--- config.mk ---
export PLATFORM = sky130hd
export DESIGN_NAME = pgr_regs
export DESIGN_NICKNAME = d
export VERILOG_FILES = /design/src/logic/pgr_pkg.sv /design/src/logic/pgr_regs.sv /design/src/logic/pgr_sync.sv
export SDC_FILE = /design/constraint.sdc
export NUM_CORES = 1
export LEC_CHECK = 0
export ABC_CLOCK_PERIOD_IN_PS = 1450
export BUFFER_PORTS_ARGS = -buffer_cell sky130_fd_sc_hd__buf_2
export CORE_ASPECT_RATIO = 1.1
export CORE_UTILIZATION = 52
export CTS_BUF_LIST = sky130_fd_sc_hd__clkbuf_2 sky130_fd_sc_hd__clkbuf_4 sky130_fd_sc_hd__clkbuf_8
export CTS_CLUSTER_SIZE = 16
export DETAILED_ROUTE_END_ITERATION = 12
export HOLD_SLACK_MARGIN = 0.1
export MAX_ROUTING_LAYER = met4
export PLACE_DENSITY = 0.82
export RECOVER_POWER = 25
export SLEW_MARGIN = 20
export SYNTH_ARGS = -nofsm -noshare
export SYNTH_HDL_FRONTEND = slang
export SYNTH_HIERARCHICAL = 1
export SYNTH_SLANG_ARGS = --single-unit
--- constraint.sdc ---
create_clock -name clk -period 1.45 [get_ports clk]
set_input_delay 0.145 -clock clk [delete_from_list [all_inputs] [get_ports clk]]
set_output_delay 0.145 -clock clk [all_outputs]
set_load 0.02 [all_outputs]
--- src/logic/pgr_pkg.sv ---
// Package holding the register map, field layout and types of the port/pin control bank.
`default_nettype none
package pgr_pkg;
  localparam logic [7:0] RECEIVER_PORT_CONTROL_ADDR = 8'h0c;
  localparam logic [7:0] IO_SUPPLY_CONTROL_ADDR     = 8'h0d;
  localparam logic [7:0] PIN_LEVEL_STATUS_ADDR      = 8'h0e;
  localparam logic [7:0] PIN_INPUT_ENABLE_ADDR      = 8'h0f;
  localparam logic [7:0] PIN0_OUTPUT_CONTROL_ADDR   = 8'h10;
  localparam int NUM_PINS = 7;
  // Reset values and reserved constants.
  localparam logic [1:0] RPC_RSVD_VAL       = 2'h2;
  localparam logic [1:0] RECEIVER_EN_RESET  = 2'h3;
  localparam logic [3:0] IOC_RSVD_VAL       = 4'h9;
  localparam logic [6:0] INPUT_EN_RESET     = 7'h7f;
  // Field positions.
  localparam int RPC_PASS_LSB = 4;
  localparam int RPC_LOCK_LSB = 2;
  localparam int IOC_SEL_BIT  = 7;
  localparam int IOC_OV_BIT   = 6;
  localparam int IOC_MODE_LSB = 4;
  localparam int P0_SEL_LSB   = 5;
  localparam int P0_SRC_LSB   = 2;
  localparam int P0_VAL_BIT   = 1;
  localparam int P0_EN_BIT    = 0;
  // Supply mode and pin source codes.
  localparam logic [1:0] MODE_1P8 = 2'h0;
  localparam logic [1:0] MODE_3P3 = 2'h3;
  localparam logic [2:0] SRC_REGISTER = 3'h4;
  localparam logic [2:0] SEL_REGISTER = 3'h0;
  // Indicator source selection codes shared by lock and pass.
  typedef enum logic [1:0] {
    PGR_SRC_PORT0 = 2'b00,
    PGR_SRC_PORT1 = 2'b01,
    PGR_SRC_ANY   = 2'b10,
    PGR_SRC_ALL   = 2'b11
  } pgr_src_t;
  // One register access from the I2C target logic.
  typedef struct packed {
    logic       wr;
    logic       remote;
    logic [7:0] addr;
    logic [7:0] wdata;
  } pgr_req_t;
  // Per-receiver status pair.
  typedef struct packed {
    logic lock;
    logic pass;
  } pgr_rx_sts_t;
endpackage
`default_nettype wire

--- src/logic/pgr_regs.sv ---
// Port enable, indicator select, I/O supply and GPIO0 control register bank.
`default_nettype none
module pgr_regs
  import pgr_pkg::*;
#(
  parameter int NPINS = 7
) (
  input  wire logic                 clk,
  input  wire logic                 nrst,
  input  wire pgr_pkg::pgr_req_t    req,
  input  wire logic                 req_valid,
  input  wire logic                 remote_write_disable,
  output logic [7:0]                rdata,
  input  wire pgr_pkg::pgr_rx_sts_t rx0_sts,
  input  wire pgr_pkg::pgr_rx_sts_t rx1_sts,
  input  wire logic                 detected_3p3,
  input  wire logic [NPINS-1:0]     pin_in,
  input  wire logic [NPINS-1:0]     pin_ext,
  output logic [1:0]                receiver_enable,
  output logic                      lock_out,
  output logic                      pass_out,
  output logic                      high_voltage_io_select,
  output logic [1:0]                supply_mode,
  output logic [NPINS-1:0]          pin_input_enable,
  output logic                      pin0_out,
  output logic                      pin0_oe,
  output logic [2:0]                pin0_output_select,
  output logic [2:0]                pin0_output_source
);
  import pgr_pkg::*;

  logic [1:0]       rx_en_q;
  logic [1:0]       pass_sel_q;
  logic [1:0]       lock_sel_q;
  logic             sel3_q;
  logic             ov_q;
  logic [1:0]       mode_q;
  logic [NPINS-1:0] in_en_q;
  logic [2:0]       out_sel_q;
  logic [2:0]       out_src_q;
  logic             out_val_q;
  logic             out_en_q;
  logic [NPINS-1:0] pin_sync;
  logic [7:0]       rdata_d;
  logic [7:0]       rdata_q;

  // Synchronised pin levels feed the status register.
  pgr_sync #(.WIDTH(NPINS)) u_sync (
    .clk  (clk),
    .nrst (nrst),
    .din  (pin_ext),
    .dout (pin_sync)
  );

  // Write qualification: remote writes can be blocked wholesale, selects only local.
  wire wr_ok     = req_valid && req.wr && !(req.remote && remote_write_disable);
  wire wr_rpc    = wr_ok && (req.addr == RECEIVER_PORT_CONTROL_ADDR);
  wire wr_rpc_lc = wr_rpc && !req.remote;
  wire wr_ioc    = wr_ok && (req.addr == IO_SUPPLY_CONTROL_ADDR);
  wire wr_ien    = wr_ok && (req.addr == PIN_INPUT_ENABLE_ADDR);
  wire wr_p0     = wr_ok && (req.addr == PIN0_OUTPUT_CONTROL_ADDR);

  // Receiver port control register.
  always_ff @(posedge clk or negedge nrst)
  begin
    if (!nrst)
    begin
      rx_en_q    <= RECEIVER_EN_RESET;
      pass_sel_q <= 2'h0;
      lock_sel_q <= 2'h0;
    end
    else
    begin
      if (wr_rpc)
        rx_en_q <= req.wdata[1:0];
      if (wr_rpc_lc)
      begin
        pass_sel_q <= req.wdata[RPC_PASS_LSB +: 2];
        lock_sel_q <= req.wdata[RPC_LOCK_LSB +: 2];
      end
    end
  end

  // I/O supply control register; reserved low nibble is not stored.
  always_ff @(posedge clk or negedge nrst)
  begin
    if (!nrst)
    begin
      sel3_q <= 1'b0;
      ov_q   <= 1'b0;
      mode_q <= MODE_1P8;
    end
    else if (wr_ioc)
    begin
      sel3_q <= req.wdata[IOC_SEL_BIT];
      ov_q   <= req.wdata[IOC_OV_BIT];
      mode_q <= req.wdata[IOC_MODE_LSB +: 2];
    end
  end

  // Pin input enables and GPIO0 output control.
  always_ff @(posedge clk or negedge nrst)
  begin
    if (!nrst)
    begin
      in_en_q   <= INPUT_EN_RESET;
      out_sel_q <= 3'h0;
      out_src_q <= 3'h0;
      out_val_q <= 1'b0;
      out_en_q  <= 1'b0;
    end
    else
    begin
      if (wr_ien)
        in_en_q <= req.wdata[NPINS-1:0];
      if (wr_p0)
      begin
        out_sel_q <= req.wdata[P0_SEL_LSB +: 3];
        out_src_q <= req.wdata[P0_SRC_LSB +: 3];
        out_val_q <= req.wdata[P0_VAL_BIT];
        out_en_q  <= req.wdata[P0_EN_BIT];
      end
    end
  end

  // Both receivers are looked at together; a disabled port never counts towards any or all, but the direct port codes still pass it.
  wire [1:0] lk_v = {rx1_sts.lock, rx0_sts.lock};
  wire [1:0] ps_v = {rx1_sts.pass, rx0_sts.pass};
  wire any_lock = |(lk_v & rx_en_q);
  wire all_lock = (rx_en_q != 2'h0) && ((lk_v & rx_en_q) == rx_en_q);
  wire any_pass = |(ps_v & rx_en_q);
  wire all_pass = (rx_en_q != 2'h0) && ((ps_v & rx_en_q) == rx_en_q);

  // Indicator selection.
  always_comb
  begin
    unique case (pgr_src_t'(lock_sel_q))
      PGR_SRC_PORT0: lock_out = rx0_sts.lock;
      PGR_SRC_PORT1: lock_out = rx1_sts.lock;
      PGR_SRC_ANY:   lock_out = any_lock;
      PGR_SRC_ALL:   lock_out = all_lock;
    endcase
    unique case (pgr_src_t'(pass_sel_q))
      PGR_SRC_PORT0: pass_out = rx0_sts.pass;
      PGR_SRC_PORT1: pass_out = rx1_sts.pass;
      PGR_SRC_ANY:   pass_out = any_pass;
      PGR_SRC_ALL:   pass_out = all_pass;
    endcase
  end

  // Effective supply controls: detected level unless override is set.
  wire [1:0] det_mode = detected_3p3 ? MODE_3P3 : MODE_1P8;
  assign high_voltage_io_select = ov_q ? sel3_q : detected_3p3;
  assign supply_mode            = ov_q ? mode_q : det_mode;

  // GPIO0 drive; other source codes belong to logic outside this bank, so pin_in is unused
  // altogether (the status path reads pin_ext) and the pin drives low for them.
  wire reg_src = (out_src_q == SRC_REGISTER) && (out_sel_q == SEL_REGISTER);
  assign pin0_out           = reg_src ? out_val_q : 1'b0;
  assign pin0_oe            = out_en_q;
  assign pin0_output_select = out_sel_q;
  assign pin0_output_source = out_src_q;
  assign receiver_enable    = rx_en_q;
  assign pin_input_enable   = in_en_q;

  // Read mux; reserved bits return their printed defaults.
  always_comb
  begin
    rdata_d = 8'h00;
    case (req.addr)
      RECEIVER_PORT_CONTROL_ADDR:
        rdata_d = {RPC_RSVD_VAL, pass_sel_q, lock_sel_q, rx_en_q};
      IO_SUPPLY_CONTROL_ADDR:
        rdata_d = {high_voltage_io_select, ov_q, supply_mode, IOC_RSVD_VAL};
      PIN_LEVEL_STATUS_ADDR:
        rdata_d = {1'b0, pin_sync};
      PIN_INPUT_ENABLE_ADDR:
        rdata_d = {1'b0, in_en_q};
      PIN0_OUTPUT_CONTROL_ADDR:
        rdata_d = {out_sel_q, out_src_q, out_val_q, out_en_q};
      default:
        rdata_d = 8'h00;
    endcase
  end

  // Read data is registered one cycle after the address is presented.
  always_ff @(posedge clk or negedge nrst)
  begin
    if (!nrst)
      rdata_q <= 8'h00;
    else if (req_valid && !req.wr)
      rdata_q <= rdata_d;
  end

  assign rdata = rdata_q;

  // Assertions.
  property p_lock_all;
    @(posedge clk) disable iff (!nrst)
      (lock_sel_q == 2'h3 && rx_en_q == 2'h3) |-> (lock_out == (rx0_sts.lock && rx1_sts.lock));
  endproperty
  a_lock_all: assert property (p_lock_all) else $error("lock all mismatch");

  property p_pass_any;
    @(posedge clk) disable iff (!nrst)
      (pass_sel_q == 2'h2) |-> (pass_out == |(ps_v & rx_en_q));
  endproperty
  a_pass_any: assert property (p_pass_any) else $error("pass any mismatch");

  property p_remote_sel;
    @(posedge clk) disable iff (!nrst)
      (req_valid && req.wr && req.remote && req.addr == RECEIVER_PORT_CONTROL_ADDR)
        |=> $stable(lock_sel_q) && $stable(pass_sel_q);
  endproperty
  a_remote_sel: assert property (p_remote_sel) else $error("remote wrote select");

  property p_rx_en_wr;
    @(posedge clk) disable iff (!nrst)
      (wr_rpc) |=> (rx_en_q == $past(req.wdata[1:0]));
  endproperty
  a_rx_en_wr: assert property (p_rx_en_wr) else $error("receiver enable not written");

  property p_detected;
    @(posedge clk) disable iff (!nrst)
      !ov_q |-> (high_voltage_io_select == detected_3p3) && (supply_mode == det_mode);
  endproperty
  a_detected: assert property (p_detected) else $error("detected level not used");

  property p_status_rd;
    @(posedge clk) disable iff (!nrst)
      (req_valid && !req.wr && req.addr == PIN_LEVEL_STATUS_ADDR) |=> (rdata[7] == 1'b0);
  endproperty
  a_status_rd: assert property (p_status_rd) else $error("status bit 7 set");

  property p_sync_lat;
    @(posedge clk) disable iff (!nrst)
      ##2 (pin_sync == $past(pin_ext, 2));
  endproperty
  a_sync_lat: assert property (p_sync_lat) else $error("synchroniser latency wrong");

  property p_remote_block;
    @(posedge clk) disable iff (!nrst)
      (req_valid && req.wr && req.remote && remote_write_disable
        && req.addr == PIN0_OUTPUT_CONTROL_ADDR) |=> $stable(out_en_q) && $stable(out_val_q);
  endproperty
  a_remote_block: assert property (p_remote_block) else $error("remote write leaked");

  property p_reg_drive;
    @(posedge clk) disable iff (!nrst)
      (out_src_q == 3'h4 && out_sel_q == 3'h0) |-> (pin0_out == out_val_q);
  endproperty
  a_reg_drive: assert property (p_reg_drive) else $error("pin0 not driven from value bit");
endmodule
`default_nettype wire

--- src/logic/pgr_sync.sv ---
// Two-stage synchroniser for a vector of pin levels.
`default_nettype none
module pgr_sync #(
  parameter int WIDTH = 7
) (
  input  wire logic             clk,
  input  wire logic             nrst,
  input  wire logic [WIDTH-1:0] din,
  output logic      [WIDTH-1:0] dout
);
  logic [WIDTH-1:0] meta_q;
  logic [WIDTH-1:0] sync_q;

  // The first stage feeds only the second, so metastability has a cycle to settle.
  always_ff @(posedge clk or negedge nrst)
  begin
    if (!nrst)
    begin
      meta_q <= '0;
      sync_q <= '0;
    end
    else
    begin
      meta_q <= din;
      sync_q <= meta_q;
    end
  end

  assign dout = sync_q;
endmodule
`default_nettype wire
Word-level counts from Yosys, hierarchy flattened --
Index checks and enable logic that the tools add are counted.
Storage, ports and cells: bits in registers 47, output and inout bits 30, logic and storage cells 58
Operators by class: equality and inequality tests 14, mux-type cells 7, bitwise logic cells 2, reductions and logical operators 21
Operator list (number):
- $pmux W8 S5 | 1
- $eq A8 B4 Y1 const B | 4
- $logic_and A1 B1 Y1 | 12
- $eq A2 B2 Y1 const B | 4
- $eq A8 B5 Y1 const B | 1
- $pmux W1 S4 | 2
- $and A2 B2 Y2 | 2
- $eq A2 B1 Y1 const B | 2
- $eq A2 B2 Y1 | 2
- $logic_not A2 Y1 | 2
- $mux W2 | 2
- $reduce_or A2 Y1 | 2
- $eq A3 B3 Y1 const B | 1
- $logic_not A1 Y1 | 3
- $logic_not A3 Y1 | 1
- $mux W1 | 2
- $reduce_bool A2 Y1 | 1

Logic depth before layout (Yosys ltp) --
depth in word-level cells 5, mapped depth 5, depth with buffers taken out 4

Cells and area by module --
Netlist, hierarchy kept.
Modules (own cells, without submodules):
- pgr_regs | instances 1, cells each 147, area each 1790.5 µm², sequential area each 837.1 µm²
- pgr_sync | instances 1, cells each 14, area each 350.3 µm², sequential area each 350.3 µm²

Worst setup path after synthesis --
Ideal clock, no wire load.
path kind register to output, start point register out_sel_q[2] (netlist: pin0_output_select[2]), end point output pin0_out, data arrival time 1299 ps, slack 6 ps, cell stages (with the launch flop) 3, buffers on the path 0, cells stage by stage dfrtp_1 > nand4bb_1 > nor4_1
On the way: cells in the longest elaborated chain, start to end 3
RTL lines:
- from (decl) | line pgr_regs.sv:39 | logic [2:0] out_sel_q;
- from (signal assigned) | line pgr_regs.sv:118 | out_sel_q <= req.wdata[P0_SEL_LSB +: 3];
- $logic_not A3 Y1 | line pgr_regs.sv:158 | wire reg_src = (out_src_q == SRC_REGISTER) && (out_sel_q == SEL_REGISTER);
- $logic_and A1 B1 Y1 | line pgr_regs.sv:158
- $mux W1 | line pgr_regs.sv:159 | assign pin0_out = reg_src ? out_val_q : 1'b0;
- to (decl) | line pgr_regs.sv:25 | output logic pin0_out,
Every way passes these cells.

Worst setup path in the final report --
start point register rx_en_q[1] (netlist: receiver_enable[1]), end point output lock_out
On the way: cells in the longest elaborated chain, start to end 4, elaborated cells on any way between the ends 6
RTL lines:
- from (decl) | line pgr_regs.sv:32 | logic [1:0] rx_en_q;
- from (signal assigned) | line pgr_regs.sv:75 | rx_en_q <= req.wdata[1:0];
- $and A2 B2 Y2 | line pgr_regs.sv:129, pgr_regs.sv:130
- $eq A2 B2 Y1 | line pgr_regs.sv:130 | wire all_lock = (rx_en_q != 2'h0) && ((lk_v & rx_en_q) == rx_en_q);
- $logic_and A1 B1 Y1 | line pgr_regs.sv:130
- $pmux W1 S4 * | line pgr_regs.sv:137 | unique case (pgr_src_t'(lock_sel_q))
- to (decl) | line pgr_regs.sv:20 | output logic lock_out,
Mark *: on every way between the ends. The rest lies on a longest branch, timed or not.

==> reports/metrics.json <==
{
  "outcome": "complete, but fails checks",
  "violations": "setup timing",
  "critPathLaunchType": "register",
  "grt_pass1_wl_um": 7310,
  "worst-endpoint-arrival_ns": 1.52,
  "floorplan.die.height_um": 69.3,
  "commonest_non_fill_non_tap_cell_in_the_layout": "buf_2",
  "finalWeightedCongestion": 0.872,
  "setup_tns_ns": -0.360,
  "synth.top_cell.area_share_pct": 44.4,
  "setup_viol_count_final": 2,
  "dpl.hpwl_um": 3280,
  "compound_cell_area_share_of_the_yosys_netlist_pct": 9.64,
  "placement.cell_area_sq_um": 2560,
  "fraction_of_power_spent_switching_nets_pct": 21.6,
  "power.density_cell_area_nw_per_um2": 1010,
  "final_critical_path_setup_slack_ns": -0.212,
  "final_layout_size_suffix_gt1_share_pct": 55.0,
  "numPortBuffers": 63,
  "synthDistinctLibCells": 39,
  "grt_resource_usage_total_pct": 22.5,
  "clkSlewWorstSetupHoldPaths_ns": 0.09,
  "grt_antenna_before_repair": 0,
  "synth_area_per_cell_sq_um": 13.3,
  "cts.sinks": 47,
  "ys_dominant_reg_cell": "dfrtp_1",
  "drt_drc_violations_left": 0,
  "pwr-share-comb_pct": 11.8,
  "numCtsBuffers": 5,
  "yosys.area_share.xor_xnor_pct": 0,
  "critical_path.endpoint_type": "primary output",
  "dp.cells": 279,
  "cpPeakStageDelay_ns": 0.58,
  "max_freq_ghz": 0.602,
  "wl_met3_um": 198,
  "worstPathBufferInverterCount": 1,
  "drt-vias-per-instance": 5.26,
  "path_cells": "mux2i_1 -> a31oi_1 -> a21oi_1 -> o22ai_1 -> buf_4",
  "fp.dieArea_sq_um": 4380,
  "overflow": 0,
  "crit_family": "flip-flops",
  "maxSlewHeadroom_pct": 32.3,
  "root_buffer": "clkbuf_8",
  "grt_start_max_net_pins": 31,
  "maxUsedRoutingLayer": "met4",
  "finClkSkew_ns": 0.0105,
  "worst_ir_drop_vdd_uv": 891,
  "htree_num_levels": 2,
  "dp_worst_setup_slack_ns": -0.0155,
  "finish.cell_count_without_fillers": 301,
  "power.share.sequential_pct": 49.0,
  "firstDrtPassIters": 4,
  "final_min_period_over_clock_period_pct": 115,
  "setup.worst_path.class": "register to primary output",
  "synthSimpleGateAreaFrac_pct": 11.6,
  "synthMuxAreaShare_pct": 20.2,
  "leakage_power_nw": 1.43,
  "finalWorstPathRequiredPeriod_ns": 1.66,
  "final_area_sq_um": 2830,
  "slowest_stage": "dfstp_2",
  "largest_family_of_logic_cells_by_synthesized_area": "multiplexers",
  "boundaryPins": 71,
  "max-clock-path-buffers": 2,
  "switching_power_mw": 0.616,
  "detailroute.wirelength.met2_um": 2220,
  "power_mw": 2.85,
  "drt_iter0_drc": 53,
  "synth_fp_nets": 202,
  "route.antenna.remaining_nets": 0,
  "floorplan.core_area_sq_um": 3960,
  "timing_worst_slew_pin_value_ns": 1.02,
  "synth_area_leader_cell": "dfrtp_1",
  "finalHoldViolations": 0,
  "ys_seq_elements": 47,
  "final_cell_mix": "buf_2, dfrtp_1, mux2_2",
  "vias": 1584,
  "metal1_wirelength_um": 1960,
  "cts_tree": "built",
  "synthesized_cell_area_sq_um": 2140,
  "yosys_warnings": 6,
  "worstPathMaxFanout": 4,
  "first_global_vias": 1593,
  "antennaDiodeCount": 0,
  "die-width_um": 63.2,
  "power.share.clock_pct": 39.2,
  "initial_utilization_pct": 54.0,
  "post-route-util_pct": 71.4,
  "netlist_top_cells_area": "dfrtp_1, mux2_2, dfstp_2, mux2_4, a22o_1",
  "synth-edff-count": 0,
  "nets": 289,
  "synthToLayoutAreaGrowth_pct": 32.2,
  "timing.hold.ws_ns": 0.119,
  "intPower_mw": 2.23,
  "wl_um": 4440,
  "max-cap-violations": 0,
  "synth_fa_ha_area_share_pct": 0,
  "post_synthesis_sequential_area_ratio_pct": 55.5,
  "async_reset_ff_share_pct": 100,
  "core.rowCount": 24,
  "worst_skew_pair.late_latency_ns": 0.30,
  "syn_inst": 161,
  "hold_class": "primary input to register",
  "rsz0062_at_grt": "true",
  "wire_per_inst_um": 14.8,
  "timing.final.max_slew_violations": 0,
  "critical_path_required_ns": 1.31
}
## worst paths after layout
kind | end | cells past startpoint | start | slack (ns)
max in group asynchronous | pin_input_enable[3] | 3 | nrst | 0.15
setup reg to reg | rdata[7] | 4 | ov_q | 0.08
hold reg to reg | u_sync/dout[1] | 0 | u_sync/meta_q[1] | 0.35
hold / removal | ov_q | 2 | req[6] | 0.12
setup / recovery | lock_out | 5 | receiver_enable[1] | -0.21
min in group asynchronous | pin0_output_select[2] | 2 | nrst | 0.53
## worst reg2reg max path: stages, from the launching register on
cell and delay (ns):
dfrtp_2 0.42, mux2_2 0.36, o21ba_2 0.21, a221oi_2 0.21, nor2_1 0.07
## what timing repair did
action	4_1_cts	5_1_grt
cloned	0	0
endpoints found under the setup margin	2	7
hold buffers	9	0
pin swaps	0	1
endpoints found under the hold margin	26	0
resized for setup	0	3
buffers inserted	3	2
## state kept, by name, summed over array words and instances (netlist names), 3 cells and up
| name | cells |
|---|---|
| rdata | 8 |
| pin_input_enable | 7 |
| u_sync/dout | 7 |
| u_sync/meta_q | 7 |
| pin0_output_select | 3 |
| pin0_output_source | 3 |
## layer usage
metal  GRT usage (%)  vias up
met5               -        -
met4            7.07        0
met2            36.6       48
met3            5.26        7
li1                -      766
met1            27.8      763
## kinds of logic (layout without fill, tap and decap cells)
group,Yosys count,after routing
AOI/OAI and AO/OA,26,26
buffers and inverters,11,99
DFF,47,47
muxes,36,36
and+or+nand+nor,41,41
## Yosys cell counts (2+ instances only)
library cell / count
dfstp_2: 9
nand3_1: 3
nor2b_1: 2
clkbuf_1: 2
mux2_4: 8
o211ai_1: 3
o21ai_0: 2
nand2_1: 7
mux2_2: 25
a22o_1: 6
mux2i_1: 3
a21oi_1: 3
dfrtp_1: 38
buf_6: 3
buf_2: 2
inv_1: 4
nor2_1: 12
and3b_1: 2
a221oi_1: 5
nand2b_1: 2
a32oi_1: 2
## area by class of cell
| class | instances | area [sq um] |
|---|---|---|
| sequential | 47 | 1190 |
| multi-input combinational | 103 | 893 |
| inverter | 4 | 15.0 |
| clock inverter | 2 | 60.1 |
| fill | 297 | 1130 |
| timing repair buffer | 87 | 532 |
| tap | 52 | 65.1 |
| clock buffer | 6 | 76.3 |
## power by group through the flow
stage          clock [mW]  combinational (mW)  sequential (mW)
2_1_floorplan           0               0.125             1.45
5_1_grt              1.20               0.365             1.40
3_3_place_gp            0               0.305             1.42
4_1_cts              1.14               0.334             1.40
3_5_place_dp            0               0.310             1.42
6_report             1.12               0.335             1.40
Note: power is estimated with default switching activity, not from simulation.
